--- src/verilog/eci_params.svh ---
`ifndef ECI_PARAMS_SVH
`define ECI_PARAMS_SVH
// Register byte addresses
`define ECI_ADDR_CTRL 4'h0
`define ECI_ADDR_TRIG 4'h4
`define ECI_ADDR_STATE 4'h8
`define ECI_ADDR_EVENT 4'hC
// Control register fields
`define ECI_CTRL_MODE_LSB 0
`define ECI_CTRL_POL_BIT 2
`define ECI_CTRL_TPOL_BIT 3
`define ECI_CTRL_REMOTE_BIT 4
`define ECI_CTRL_FIRE_BIT 8
`define ECI_CTRL_RESET 32'h00000000
// Trigger width register reset: 10.0 ms in microseconds
`define ECI_TRIG_WIDTH_US 10000
`define ECI_CLK_MHZ 125
`define ECI_TRIG_RESET 32'h00002710
// Input noise filter length in cycles
`define ECI_FILT_LEN 4
// Bus response codes: okay, and the unmapped address answer
`define ECI_RESP_OK 2'h0
`define ECI_RESP_SLVERR 2'h2
`endif

--- src/verilog/eci_pkg.sv ---
package eci_pkg;
  // External control modes
  typedef enum logic [1:0] {
    ECI_MODE_DISABLE = 2'h0,
    ECI_MODE_ENABLE = 2'h1,
    ECI_MODE_PERIPH = 2'h2
  } eci_mode_t;
  // Trigger pulse generator states
  typedef enum logic [0:0] {
    ECI_TRG_IDLE = 1'h0,
    ECI_TRG_BUSY = 1'h1
  } eci_trg_t;
endpackage : eci_pkg

--- src/verilog/eci_in_if.sv ---
`timescale 1ns/100ps
`default_nettype none
// Raw pins in, clean falling-edge pulses out
interface eci_in_if;
  logic [8:0] pin;
  logic [8:0] fall;
  logic [1:0] mem_sel;
  modport filt (input pin, output fall, output mem_sel);
  modport user (output pin, input fall, input mem_sel);
endinterface : eci_in_if
`default_nettype wire

--- src/verilog/eci_top.sv ---
// Function
// - Switchable state outputs follow global polarity
// - Polarity setting is negative or positive
// - Step sync code drives two bits
// - Memory number from two select bits
// - Modes disabled, enabled, peripheral control
// - Trigger pulse polarity and width configurable
// - Port functions and peripheral mode exclusive
// - Peripheral mode drives quick-change sync
// - Status sync during quick-change, same as quick-change sync
// - Control inputs act on falling edge
// - Inputs ignored under communication remote
// - Disabled mode ignores inputs, keeps status
`timescale 1ns/100ps
`default_nettype none
`include "eci_params.svh"
module eci_top (
  // Clock and reset
  input wire logic aclk,
  input wire logic aresetn,
  // AXI4-Lite write address and data
  input wire logic [3:0] s_axi_awaddr,
  input wire logic s_axi_awvalid,
  output logic s_axi_awready,
  input wire logic [31:0] s_axi_wdata,
  input wire logic [3:0] s_axi_wstrb,
  input wire logic s_axi_wvalid,
  output logic s_axi_wready,
  // AXI4-Lite write response
  output logic [1:0] s_axi_bresp,
  output logic s_axi_bvalid,
  input wire logic s_axi_bready,
  // AXI4-Lite read
  input wire logic [3:0] s_axi_araddr,
  input wire logic s_axi_arvalid,
  output logic s_axi_arready,
  output logic [31:0] s_axi_rdata,
  output logic [1:0] s_axi_rresp,
  output logic s_axi_rvalid,
  input wire logic s_axi_rready,
  // Device state from the core, same clock
  input wire logic power_on,
  input wire logic out_on,
  input wire logic prot_active,
  input wire logic limiter_active,
  input wire logic auto_gain_regulation,
  input wire logic sw_busy,
  input wire logic range_100v,
  input wire logic [1:0] step_code,
  input wire logic quick_sync,
  input wire logic trig_req,
  // Control pins: off,on,start,stop,hold,br1,br2,recall,pkclr
  input wire logic [8:0] ctl_pin,
  input wire logic [1:0] mem_pin,
  // Status pins
  output logic [10:0] stat_pin,
  // Peripheral sync pins
  output logic qc_sync_pin,
  output logic status_sync_pin,
  // Command pulses to the core
  output logic [8:0] cmd_pulse,
  output logic [1:0] cmd_mem_sel
);
  // Clean input events
  eci_in_if in_bus ();
  assign in_bus.pin = ctl_pin;
  eci_in_filter u_filt (
    .aclk(aclk),
    .aresetn(aresetn),
    .io(in_bus),
    .mem_pin(mem_pin)
  );

  // Registers
  logic [31:0] ctrl_reg, ctrl_next, width_reg, width_next;
  logic [8:0] evt_reg, evt_next;
  logic [31:0] tcnt_reg, tcnt_next;
  eci_pkg::eci_trg_t trg_reg, trg_next;
  logic trig_reg, trig_next;
  logic [10:0] stat_reg, stat_next;
  logic qc_reg, qc_next, ss_reg, ss_next;
  logic [8:0] cmd_reg, cmd_next;
  logic [1:0] mem_reg, mem_next;
  // Bus state
  logic aw_hold_reg, aw_hold_next, w_hold_reg, w_hold_next, bv_reg, bv_next;
  logic [3:0] awa_reg, awa_next;
  logic [31:0] wd_reg, wd_next;
  logic [3:0] ws_reg, ws_next;
  logic [1:0] br_reg, br_next, rr_reg, rr_next;
  logic rv_reg, rv_next;
  logic [31:0] rd_reg, rd_next;

  // Decoded control fields
  eci_pkg::eci_mode_t mode;
  logic pol_pos, tpol_pos, remote, fire;
  assign mode = eci_pkg::eci_mode_t'(ctrl_reg[`ECI_CTRL_MODE_LSB +: 2]);
  assign pol_pos = ctrl_reg[`ECI_CTRL_POL_BIT];
  assign tpol_pos = ctrl_reg[`ECI_CTRL_TPOL_BIT];
  assign remote = ctrl_reg[`ECI_CTRL_REMOTE_BIT];
  logic inputs_live;
  // Inputs act only in enabled mode without communication remote
  assign inputs_live = (mode == eci_pkg::ECI_MODE_ENABLE) && !remote;

  // Handshake outputs
  assign s_axi_awready = !aw_hold_reg && !bv_reg;
  assign s_axi_wready = !w_hold_reg && !bv_reg;
  assign s_axi_bvalid = bv_reg;
  assign s_axi_bresp = br_reg;
  assign s_axi_arready = !rv_reg;
  assign s_axi_rvalid = rv_reg;
  assign s_axi_rdata = rd_reg;
  assign s_axi_rresp = rr_reg;

  // Write strobe merge helper
  function automatic logic [31:0] merge(input logic [31:0] old, input logic [31:0] d,
                                        input logic [3:0] s);
    logic [31:0] r;
    r = old;
    for (int b = 0; b < 4; b++) begin
      if (s[b]) begin
        r[b*8 +: 8] = d[b*8 +: 8];
      end
    end
    return r;
  endfunction : merge

  // Bus slave and register next state
  always_comb begin
    logic do_wr;
    do_wr = 1'b0;
    aw_hold_next = aw_hold_reg;
    w_hold_next = w_hold_reg;
    awa_next = awa_reg;
    wd_next = wd_reg;
    ws_next = ws_reg;
    bv_next = bv_reg;
    br_next = br_reg;
    rv_next = rv_reg;
    rd_next = rd_reg;
    rr_next = rr_reg;
    ctrl_next = ctrl_reg;
    ctrl_next[`ECI_CTRL_FIRE_BIT] = 1'b0;
    width_next = width_reg;
    // Events set sticky; set wins over clear
    evt_next = evt_reg;
    // Capture address and data in either order
    if (s_axi_awvalid && s_axi_awready) begin
      aw_hold_next = 1'b1;
      awa_next = s_axi_awaddr;
    end
    if (s_axi_wvalid && s_axi_wready) begin
      w_hold_next = 1'b1;
      wd_next = s_axi_wdata;
      ws_next = s_axi_wstrb;
    end
    // Perform write once both are held
    if (aw_hold_reg && w_hold_reg) begin
      do_wr = 1'b1;
      aw_hold_next = 1'b0;
      w_hold_next = 1'b0;
      bv_next = 1'b1;
      br_next = `ECI_RESP_OK;
      case (awa_reg)
        `ECI_ADDR_CTRL: ctrl_next = merge(ctrl_reg, wd_reg, ws_reg) & 32'h0000011F;
        `ECI_ADDR_TRIG: width_next = merge(width_reg, wd_reg, ws_reg);
        `ECI_ADDR_EVENT: evt_next = evt_reg & ~(wd_reg[8:0] & {ws_reg[1], {8{ws_reg[0]}}});
        `ECI_ADDR_STATE: br_next = `ECI_RESP_OK;
        default: br_next = `ECI_RESP_SLVERR;
      endcase
    end
    if (bv_reg && s_axi_bready) begin
      bv_next = 1'b0;
    end
    evt_next = evt_next | (in_bus.fall & {9{inputs_live}});
    // Read path
    if (rv_reg && s_axi_rready) begin
      rv_next = 1'b0;
    end else if (s_axi_arvalid && !rv_reg) begin
      rv_next = 1'b1;
      rr_next = `ECI_RESP_OK;
      case (s_axi_araddr)
        `ECI_ADDR_CTRL: rd_next = ctrl_reg;
        `ECI_ADDR_TRIG: rd_next = width_reg;
        `ECI_ADDR_STATE: rd_next = {19'h0, mem_reg, stat_reg};
        `ECI_ADDR_EVENT: rd_next = {23'h0, evt_reg};
        default: begin
          rd_next = 32'h0;
          rr_next = `ECI_RESP_SLVERR;
        end
      endcase
    end
    fire = do_wr && (awa_reg == `ECI_ADDR_CTRL) && ws_reg[1] && wd_reg[`ECI_CTRL_FIRE_BIT];
  end

  // Status, sync, command and trigger next state
  always_comb begin
    logic [4:0] sw;
    sw = {sw_busy, auto_gain_regulation, limiter_active, prot_active, out_on};
    // Negative polarity drives active states low
    sw = pol_pos ? sw : ~sw;
    // Top bit is an unused pin and stays low
    stat_next = {1'b0, trig_reg, step_code, range_100v, sw, power_on};
    // Sync lines only in peripheral control mode
    qc_next = (mode == eci_pkg::ECI_MODE_PERIPH) && quick_sync;
    ss_next = (mode == eci_pkg::ECI_MODE_PERIPH) && quick_sync;
    cmd_next = in_bus.fall & {9{inputs_live}};
    mem_next = inputs_live ? in_bus.mem_sel : mem_reg;
    trg_next = trg_reg;
    tcnt_next = tcnt_reg;
    trig_next = !tpol_pos;
    // Pulse of width_reg microseconds
    case (trg_reg)
      eci_pkg::ECI_TRG_IDLE: begin
        if (trig_req || fire) begin
          trg_next = eci_pkg::ECI_TRG_BUSY;
          tcnt_next = width_reg * 32'(`ECI_CLK_MHZ);
          trig_next = tpol_pos;
        end
      end
      eci_pkg::ECI_TRG_BUSY: begin
        if (tcnt_reg <= 32'h1) begin
          trg_next = eci_pkg::ECI_TRG_IDLE;
        end else begin
          tcnt_next = tcnt_reg - 32'h1;
          trig_next = tpol_pos;
        end
      end
      default: trg_next = eci_pkg::ECI_TRG_IDLE;
    endcase
  end

  // Register all state
  always_ff @(posedge aclk) begin
    if (!aresetn) begin
      ctrl_reg <= `ECI_CTRL_RESET;
      width_reg <= `ECI_TRIG_RESET;
      evt_reg <= 9'h000;
      aw_hold_reg <= 1'b0;
      w_hold_reg <= 1'b0;
      awa_reg <= 4'h0;
      wd_reg <= 32'h0;
      ws_reg <= 4'h0;
      bv_reg <= 1'b0;
      br_reg <= 2'h0;
      rv_reg <= 1'b0;
      rd_reg <= 32'h0;
      rr_reg <= 2'h0;
      stat_reg <= 11'h200;
      qc_reg <= 1'b0;
      ss_reg <= 1'b0;
      cmd_reg <= 9'h000;
      mem_reg <= 2'h0;
      trg_reg <= eci_pkg::ECI_TRG_IDLE;
      tcnt_reg <= 32'h0;
      trig_reg <= 1'b1;
    end else begin
      ctrl_reg <= ctrl_next;
      width_reg <= width_next;
      evt_reg <= evt_next;
      aw_hold_reg <= aw_hold_next;
      w_hold_reg <= w_hold_next;
      awa_reg <= awa_next;
      wd_reg <= wd_next;
      ws_reg <= ws_next;
      bv_reg <= bv_next;
      br_reg <= br_next;
      rv_reg <= rv_next;
      rd_reg <= rd_next;
      rr_reg <= rr_next;
      stat_reg <= stat_next;
      qc_reg <= qc_next;
      ss_reg <= ss_next;
      cmd_reg <= cmd_next;
      mem_reg <= mem_next;
      trg_reg <= trg_next;
      tcnt_reg <= tcnt_next;
      trig_reg <= trig_next;
    end
  end

  // Outputs
  assign stat_pin = stat_reg;
  assign qc_sync_pin = qc_reg;
  assign status_sync_pin = ss_reg;
  assign cmd_pulse = cmd_reg;
  assign cmd_mem_sel = mem_reg;
endmodule : eci_top
`default_nettype wire

--- src/verilog/eci_in_filter.sv ---
`timescale 1ns/100ps
`default_nettype none
`include "eci_params.svh"
// Synchroniser, noise filter and falling-edge detector per control pin; memory select pins get the synchroniser only
module eci_in_filter (
  // Clock and reset
  input wire logic aclk,
  input wire logic aresetn,
  // Pins and clean events
  eci_in_if.filt io,
  // Memory select pins
  input wire logic [1:0] mem_pin
);
  // Memory select synchronisers
  logic [1:0] ms1_reg, ms1_next, ms2_reg, ms2_next;
  always_comb begin
    ms1_next = mem_pin;
    ms2_next = ms1_reg;
  end
  always_ff @(posedge aclk) begin
    if (!aresetn) begin
      ms1_reg <= 2'h0;
      ms2_reg <= 2'h0;
    end else begin
      ms1_reg <= ms1_next;
      ms2_reg <= ms2_next;
    end
  end
  assign io.mem_sel = ms2_reg;
  genvar i;
  generate
    for (i = 0; i < 9; i++) begin : g_in
      // Two-flop sync, filter counter, stable level
      logic s1_reg, s1_next, s2_reg, s2_next, lvl_reg, lvl_next, fall_reg, fall_next;
      logic [2:0] cnt_reg, cnt_next;
      always_comb begin
        s1_next = io.pin[i];
        s2_next = s1_reg;
        lvl_next = lvl_reg;
        cnt_next = cnt_reg;
        fall_next = 1'b0;
        // Level accepted only after it holds for the filter length
        if (s2_reg == lvl_reg) begin
          cnt_next = 3'h0;
        end else if (cnt_reg == 3'(`ECI_FILT_LEN - 1)) begin
          cnt_next = 3'h0;
          lvl_next = s2_reg;
          fall_next = lvl_reg & ~s2_reg;
        end else begin
          cnt_next = cnt_reg + 3'h1;
        end
      end
      always_ff @(posedge aclk) begin
        if (!aresetn) begin
          s1_reg <= 1'b1;
          s2_reg <= 1'b1;
          lvl_reg <= 1'b1;
          cnt_reg <= 3'h0;
          fall_reg <= 1'b0;
        end else begin
          s1_reg <= s1_next;
          s2_reg <= s2_next;
          lvl_reg <= lvl_next;
          cnt_reg <= cnt_next;
          fall_reg <= fall_next;
        end
      end
      assign io.fall[i] = fall_reg;
    end
  endgenerate
endmodule : eci_in_filter
`default_nettype wire

--- config.mk ---
export PLATFORM = sky130hd
export DESIGN_NAME = eci_top
export DESIGN_NICKNAME = d
export VERILOG_FILES = /design/src/verilog/eci_pkg.sv /design/src/verilog/eci_in_if.sv /design/src/verilog/eci_top.sv /design/src/verilog/eci_in_filter.sv
export VERILOG_INCLUDE_DIRS = /design/src /design/src/verilog
export SDC_FILE = /design/constraint.sdc
export NUM_CORES = 1
export LEC_CHECK = 0
export ABC_AREA = 0
export BUFFER_PORTS_ARGS = -buffer_cell sky130_fd_sc_hd__buf_2
export CORE_ASPECT_RATIO = 0.75
export CORE_MARGIN = 2
export CORE_UTILIZATION = 45
export CTS_CLUSTER_SIZE = 12
export DETAILED_ROUTE_END_ITERATION = 16
export PLACE_DENSITY = 0.61
export SLEW_MARGIN = 20
export SYNTH_ARGS = -nofsm -noshare
export SYNTH_HDL_FRONTEND = slang
export SYNTH_SLANG_ARGS = --single-unit
export TNS_END_PERCENT = 30
--- constraint.sdc ---
create_clock -name aclk -period 6.9 [get_ports aclk]
set_input_delay 1.38 -clock aclk [delete_from_list [all_inputs] [get_ports aclk]]
set_output_delay 1.38 -clock aclk [all_outputs]
set_load 0.02 [all_outputs]
# [Word level (Yosys, flattened, before mapping)]
# Index checks and enable logic that the tools add are counted.
[word_totals] regBits=251 input_bits=73 output_inout_bits=65 word_cells=235
[op_classes] eq_ne=28 n_lt_le_gt_ge=1 n_addsub=10 mul=1 bitwise_logic=45 muxes=16 n_reduce_logical=62
[op_table] operator="32-bit case mux with 4 select lines" count=1
[op_table] operator="32-bit two-way mux" count=2
[op_table] operator="32-bit case mux with 2 select lines" count=1
[op_table] operator="3-bit OR reduction" count=18
[op_table] operator="32-bit by 1-bit less-or-equal comparator with 1-bit output (second input constant)" count=1
[op_table] operator="32-bit by 7-bit multiplier with 32-bit output (second input constant)" count=1
[op_table] operator="32-bit by 1-bit subtractor with 32-bit output (second input constant)" count=1
[op_table] operator="1-bit NOT" count=30
[op_table] operator="3-bit by 1-bit adder with 3-bit output (second input constant)" count=9
[op_table] operator="9-bit AND" count=3
[op_table] operator="3-bit by 2-bit == test with 1-bit output (second input constant)" count=9
[op_table] operator="2-bit AND reduction" count=11
[op_table] operator="9-bit two-way mux" count=2
[op_table] operator="3-bit AND reduction" count=6
[op_table] operator="4-bit == test (second input constant)" count=4
[op_table] operator="1-bit logical AND" count=13
[op_table] operator="1-bit AND" count=9
[op_table] operator="1-bit == test" count=9
[op_table] operator="9-bit NOT" count=1
[op_table] operator="9-bit bitwise OR" count=1
[op_table] operator="4-bit by 3-bit == test with 1-bit output (second input constant)" count=2
[op_table] operator="4-bit logical NOT" count=2
[op_table] operator="4-bit OR reduction" count=2
[op_table] operator="1-bit logical NOT" count=6
[op_table] operator="10 further kinds" count=19

# [Longest topological paths before layout]
[logic_depth] word_depth=8 mapped_depth=17 ltp_nobuf=17

# [Hierarchy]
# From an unflattened synthesis, not the netlist that was laid out.
[unflattened] hier_cells=1627 area_unflattened_um2=14466.4
[by_module_without_submodules] module="eci_top" area_per_inst_um2=11957.7 n_inst=1 seq_area_each_um2=3623.5 cells_per_inst=1389
[by_module_without_submodules] module="eci_in_filter" area_per_inst_um2=2508.7 n_inst=1 seq_area_each_um2=1341.3 cells_per_inst=238

# [Worst setup path after synthesis]
# Ideal clock, no wire load.
[synth_path] kind="reg2reg" startpoint="register width_reg[6]" endpoint="register tcnt_reg[29]" setup_ns=0.137 arrival_time_ns=4.548 path_buffers=0 path_stages_with_launch=16 period_less_slack_ns=4.685 setup_slack_ns=2.215 required_time_ns=6.763 path_cell_list="dfxtp_1 inv_1 fa_1 fa_1 fa_1 fa_1 inv_1 ha_1 a21o_1 and2_1 a2111oi_0 o21a_1 a21oi_1 a2111oi_2 a211o_1 o221ai_1"
[synth_between] elab_chain_cells=3
[synth_rtl] item="start, declared" line="eci_top.sv:75" rtl="logic [31:0] ctrl_reg, ctrl_next, width_reg, width_next;"
[synth_rtl] item="start signal, assigned" line="eci_top.sv:236" rtl="width_reg <= `ECI_TRIG_RESET;"
[synth_rtl] item="start signal, assigned" line="eci_top.sv:258" rtl="width_reg <= width_next;"
[synth_rtl] item="32-bit by 7-bit multiplier with 32-bit output" line="eci_top.sv:216" rtl="tcnt_next = width_reg * 32'(`ECI_CLK_MHZ);"
[synth_rtl] item="32-bit two-way mux" line="eci_top.sv:214" rtl="if (trig_req || fire) begin"
[synth_rtl] item="32-bit case mux with 2 select lines" line="eci_top.sv:212" rtl="case (trg_reg)"
[synth_rtl] item="end signal, assigned" line="eci_top.sv:276" rtl="tcnt_reg <= tcnt_next;"
[synth_rtl] item="end, declared" line="eci_top.sv:77" rtl="logic [31:0] tcnt_reg, tcnt_next;"
# No other way between the ends. The select of a mux whose other input is x is not followed.
# A chain may end at the register's enable or synchronous reset.

# [Final worst setup path]
[layout_path] startpoint="register width_reg[8]" endpoint="register tcnt_reg[27]"
# Same word-level chain as after synthesis.

==> results_tabular.tex <==
\begin{tabular}{lr}
\hline
Metric & Value \\
\hline
\multicolumn{2}{l}{\textbf{Power and ir drop}} \\
\quad Combinational power share & 8.7\% \\
\quad Switching share of power & 25.0\% \\
\quad Clock group share of total power & 43.4\% \\
\quad VDD IR-drop max & 0.000160 V \\
\quad Cell-internal power & 0.00237 W \\
\quad Relative contribution of sequential cells to total power & 47.9\% \\
\quad Switching power & 0.000788 W \\
\quad Leak Pwr & 6.92 nW \\
\quad Pwr Density & 197 nW/um\^{}2 \\
\multicolumn{2}{l}{\textbf{CTS}} \\
\quad \# H-tree levels & 1 \\
\quad Clock Pin Slew Worst Setup and Hold Paths & 0.07 ns \\
\quad Number of setup buffers added after CTS & 0 \\
\quad Clk Tree Root Cell & sky130\_fd\_sc\_hd\_\_clkbuf\_16 \\
\quad Clock tree from TritonCTS & built \\
\quad Buffer depth of the longest clock path & 3 \\
\quad Cells resized by post-CTS repair & 0 \\
\quad Hold bufs inserted after CTS & 0 \\
\quad Clock tree sinks & 248 \\
\quad Clock insertion delay at the later pin of the skew report & 0.55 ns \\
\quad Inserted Clock Buffers & 26 \\
\multicolumn{2}{l}{\textbf{Critical path}} \\
\quad Worst Reg-to-Reg Cells & 15 \\
\quad Capturing element type of the critical path & flip-flop \\
\quad Critical Path RT & 7.32 ns \\
\quad Endpoint arrival time on the critical path & 5.51 ns \\
\quad Maximum fanout along the worst path & 6 \\
\quad Category of the most critical setup path & reg2reg \\
\quad R2r startpoint & width\_reg[8]\$\_SDFFE\_PN1P\_ \\
\quad Type of element launching the critical path & flip-flop \\
\quad End of the worst register-to-register path & tcnt\_reg[27]\$\_SDFFE\_PN0P\_ \\
\quad Register-to-register path setup slack & 1.82 ns \\
\multicolumn{2}{l}{\textbf{Placed design}} \\
\quad Total of buffers placed on input and output ports & 134 \\
\quad Final weighted congestion in routability-driven placement & 0.866 \\
\quad HPWL after detailed placement & 25100 um \\
\multicolumn{2}{l}{\textbf{Global route}} \\
\quad First-pass GRT wire length & 55300 um \\
\quad Largest net degree at the start of global routing & 95 \\
\quad GRT Total Usage & 20.6\% \\
\quad Grt ovf & 0 \\
\quad Number of antenna violations at the first check in global routing & 1 \\
\quad Vias in the first global route & 10500 \\
\quad GRT Max-Usage Layer & met1 \\
\quad GR met3 Demand/Resource & 3.55\% \\
\quad Global-route track usage on met1 & 31.7\% \\
\quad Met2 GRT Util & 30.3\% \\
\multicolumn{2}{l}{\textbf{Floorplanning}} \\
\quad Number of core rows & 56 \\
\quad Die outline width & 209 um \\
\quad Starting density of the core & 45.6\% \\
\quad Die outline area & 33100 sq um \\
\quad Total core area & 31200 sq um \\
\quad Count of boundary I/O pins & 138 \\
\quad Height of the die & 158 um \\
\multicolumn{2}{l}{\textbf{Drt}} \\
\quad DR DRC count & 0 \\
\quad Wire per inst & 15.9 um \\
\quad DRC marker count from the first detailed-route iteration & 663 \\
\quad Final Routed Wirelength & 33600 um \\
\quad Via count & 11000 \\
\quad Antenna Nets Post-Route & 0 \\
\quad Pre-antenna DRT Iters & 7 \\
\quad Mean number of vias per cell & 5.21 \\
\multicolumn{2}{l}{\textbf{Synth}} \\
\quad Warning count from the yosys run & 0 \\
\quad Number of enable flip-flop cells after synthesis & 0 \\
\quad Post-synthesis register bit count & 248 \\
\quad Number of distinct standard cells referenced by the synthesized netlist & 70 \\
\quad Count of mapped cells out of synthesis & 1601 \\
\quad Share of the yosys chip area belonging to registers & 34.9\% \\
\quad Share of synthesized registers carrying an async set or reset & 0\% \\
\quad Most used flip-flop cell after synthesis & sky130\_fd\_sc\_hd\_\_dfxtp\_1 \\
\quad Mapped Area & 14200 sq um \\
\quad Mean instance size in the synthesized netlist & 8.89 sq um \\
\multicolumn{2}{l}{\textbf{Worst hold path}} \\
\quad HP Start & u\_filt.g\_in[2].s1\_reg\$\_SDFF\_PN1\_ \\
\quad Class of the most critical hold timing path & reg2reg \\
\quad Worst hold path endpoint & u\_filt.g\_in[2].s2\_reg\$\_SDFF\_PN1\_ \\
\quad Number of cells traversed by the worst hold path & 1 \\
\multicolumn{2}{l}{\textbf{Finish}} \\
\quad Storage cell area & 4970 sq um \\
\quad Fraction of layout cells with a size suffix above 1 & 12.0\% \\
\quad Multi-input logic area & 8260 sq um \\
\quad Count of nets after finishing & 1970 \\
\quad Final core occ & 51.4\% \\
\quad Area overhead of the layout relative to synthesis & 12.6\% \\
\quad Diodes inserted & 0 \\
\quad Fillers & 2954 \\
\multicolumn{2}{l}{\textbf{STA}} \\
\quad Unrepaired setup endpoints after global routing & no \\
\quad Fin Clk Skew & 0.0152 ns \\
\quad Total count of hold-check failures in the final report & 0 \\
\quad Least-Margin Pin Slew & 0.995 ns \\
\quad Pins over their slew limit & 0 \\
\quad Highest Clock Rate & 197 MHz \\
\quad Number of setup violations in the final report & 0 \\
\quad Final sum of negative setup slack & 0 ns \\
\quad Headroom to the max-slew limit & 33.7\% \\
\quad Part of the cycle the worst path needs & 73.7\% \\
\quad Fin crit period & 5.08 ns \\
\multicolumn{2}{l}{\textbf{Flow run}} \\
\quad Number of maximum-capacitance violations & 0 \\
\multicolumn{2}{l}{\textbf{Run status}} \\
\quad Status & finished, final reports clean \\
\hline
\end{tabular}
-- worst max-delay path, stage by stage (launching register included) --
cell and delay [ns]:
sky130_fd_sc_hd__dfxtp_1 0.41, sky130_fd_sc_hd__inv_1 0.19, sky130_fd_sc_hd__fa_1 0.54, sky130_fd_sc_hd__fa_1 0.44, sky130_fd_sc_hd__fa_1 0.49, sky130_fd_sc_hd__fa_1 0.51
sky130_fd_sc_hd__inv_1 0.04, sky130_fd_sc_hd__ha_1 0.37, sky130_fd_sc_hd__a21o_1 0.22, sky130_fd_sc_hd__and2_1 0.16, sky130_fd_sc_hd__a2111oi_0 0.44, sky130_fd_sc_hd__o21a_1 0.25
sky130_fd_sc_hd__a21oi_1 0.10, sky130_fd_sc_hd__a2111oi_2 0.49, sky130_fd_sc_hd__xor2_1 0.20, sky130_fd_sc_hd__o22ai_1 0.09
-- synth_stat cells (11+ instances only) --
library cell	number	area share (%)
sky130_fd_sc_hd__ha_1	91	8.0
sky130_fd_sc_hd__xnor2_1	25	1.5
sky130_fd_sc_hd__dfxtp_1	248	35
sky130_fd_sc_hd__nor3_1	38	1.3
sky130_fd_sc_hd__nand2b_1	31	1.4
sky130_fd_sc_hd__a21o_1	16	0.84
sky130_fd_sc_hd__o21ai_0	32	1.1
sky130_fd_sc_hd__nor2_1	102	2.7
sky130_fd_sc_hd__clkbuf_1	60	1.6
sky130_fd_sc_hd__a21oi_1	112	3.9
sky130_fd_sc_hd__nand2_1	195	5.1
sky130_fd_sc_hd__nor2b_1	12	0.53
sky130_fd_sc_hd__inv_1	193	5.1
sky130_fd_sc_hd__fa_1	103	14
sky130_fd_sc_hd__nand3_1	49	1.7
sky130_fd_sc_hd__o21ai_1	25	0.88
sky130_fd_sc_hd__or3_1	18	0.79
sky130_fd_sc_hd__mux2i_1	11	0.77
sky130_fd_sc_hd__and2_1	19	0.84
sky130_fd_sc_hd__and3_1	17	0.75
sky130_fd_sc_hd__a22oi_1	37	2.0
sky130_fd_sc_hd__o211ai_1	12	0.63
-- routing by layer --
layer,share of wire [%],vias up
met2,41,218
met5,0.039,-
met3,5.5,34
met1,52,5227
li1,-,5559
met4,1.4,2
-- final cells by class --
| type | count | share of cell area, % |
|---|---|---|
| clock buffers | 34 | 4.43 |
| clock inverters | 5 | 0.648 |
| inverters | 197 | 4.63 |
| multi-input cells | 1087 | 51.5 |
| flip-flops and latches | 248 | 31.0 |
| well taps | 406 | 3.17 |
| repair buffers | 143 | 4.62 |
-- cells in the final DEF, fill, tap and decap left out, types with 5 or more instances in the layout --
cell / netlist / layout
sky130_fd_sc_hd__a211oi_1: 10 / 10
sky130_fd_sc_hd__o22ai_1: 10 / 10
sky130_fd_sc_hd__o21ai_1: 25 / 25
sky130_fd_sc_hd__mux2i_1: 11 / 11
sky130_fd_sc_hd__o21bai_1: 5 / 5
sky130_fd_sc_hd__nand2b_1: 31 / 31
sky130_fd_sc_hd__or4_1: 5 / 5
sky130_fd_sc_hd__o21ai_0: 32 / 32
sky130_fd_sc_hd__nor3_1: 38 / 37
sky130_fd_sc_hd__a22oi_1: 37 / 37
sky130_fd_sc_hd__fa_1: 103 / 103
sky130_fd_sc_hd__buf_2: 7 / 133
sky130_fd_sc_hd__nand2_1: 195 / 194
sky130_fd_sc_hd__and3_1: 17 / 17
sky130_fd_sc_hd__nor2_1: 102 / 101
sky130_fd_sc_hd__inv_1: 193 / 193
sky130_fd_sc_hd__clkbuf_1: 60 / 5
sky130_fd_sc_hd__xor2_1: 5 / 5
sky130_fd_sc_hd__nand3_1: 49 / 49
sky130_fd_sc_hd__and2_1: 19 / 18
sky130_fd_sc_hd__nor2b_1: 12 / 12
sky130_fd_sc_hd__a22o_1: 7 / 7
sky130_fd_sc_hd__a21boi_1: 10 / 10
sky130_fd_sc_hd__a21boi_0: 9 / 9
sky130_fd_sc_hd__a21o_1: 16 / 16
sky130_fd_sc_hd__mux4_2: 6 / 6
sky130_fd_sc_hd__o211ai_1: 12 / 12
sky130_fd_sc_hd__ha_1: 91 / 91
sky130_fd_sc_hd__xnor2_1: 25 / 25
sky130_fd_sc_hd__or3_1: 18 / 18
sky130_fd_sc_hd__clkbuf_16: 0 / 26
sky130_fd_sc_hd__a31o_1: 6 / 6
sky130_fd_sc_hd__buf_4: 4 / 10
sky130_fd_sc_hd__o31ai_1: 8 / 8
sky130_fd_sc_hd__dfxtp_1: 248 / 247
sky130_fd_sc_hd__a21oi_1: 112 / 112
-- how the worst max path moves through the flow --
stage / start / slack (ns) / end / cells after the start
floorplan: width_reg[6]$_SDFFE_PN0P_ / 2.21 / tcnt_reg[29]$_SDFFE_PN0P_ / 15
detailed placement: width_reg[8]$_SDFFE_PN1P_ / 1.86 / tcnt_reg[29]$_SDFFE_PN0P_ / 15
CTS: width_reg[8]$_SDFFE_PN1P_ / 1.81 / tcnt_reg[27]$_SDFFE_PN0P_ / 15
global route: width_reg[7]$_SDFFE_PN0P_ / 1.50 / tcnt_reg[27]$_SDFFE_PN0P_ / 15
global placement: width_reg[6]$_SDFFE_PN0P_ / 1.91 / tcnt_reg[29]$_SDFFE_PN0P_ / 15
finish: width_reg[8]$_SDFFE_PN1P_ / 1.82 / tcnt_reg[27]$_SDFFE_PN0P_ / 15
-- cells by family after synthesis --
logic type	count (synthesis)	share of synthesized area, %
multiplexers	18	1.80
flip-flops	248	34.9
other	1	0.0263
buffers and inverters	268	7.24
AND/OR/NAND/NOR	510	16.8
AO/OA/AOI/OAI	332	14.9
XOR/XNOR	30	1.85
adder cells (fa/ha/maj)	194	22.5
-- stage by stage --
| step | hold WS [ns] | std cells | instance area [sq um] | power (W) | setup WS [ns] |
|---|---|---|---|---|---|
| detailed placement | 0.392 | 2081 | 15200 | 0.00182 | 1.86 |
| global route | 0.426 | 2120 | 16000 | 0.00329 | 1.50 |
| floorplan | 0.386 | 1603 | 14200 | 0.00173 | 2.21 |
| CTS | 0.406 | 2120 | 16000 | 0.00319 | 1.81 |
| finish | 0.406 | 2120 | 16000 | 0.00316 | 1.82 |
| global placement | 0.390 | 2081 | 15200 | 0.00181 | 1.91 |
-- power by group through the flow --
stage | clock, W | sequential [W] | combinational (W)
after detailed placement | 0 | 0.00154 | 0.000274
after global placement | 0 | 0.00154 | 0.000270
after global routing | 0.00146 | 0.00152 | 0.000308
after CTS | 0.00140 | 0.00151 | 0.000275
after floorplan | 0 | 0.00154 | 0.000197
final | 0.00137 | 0.00151 | 0.000274
Note: power is estimated with default switching activity, not from simulation.
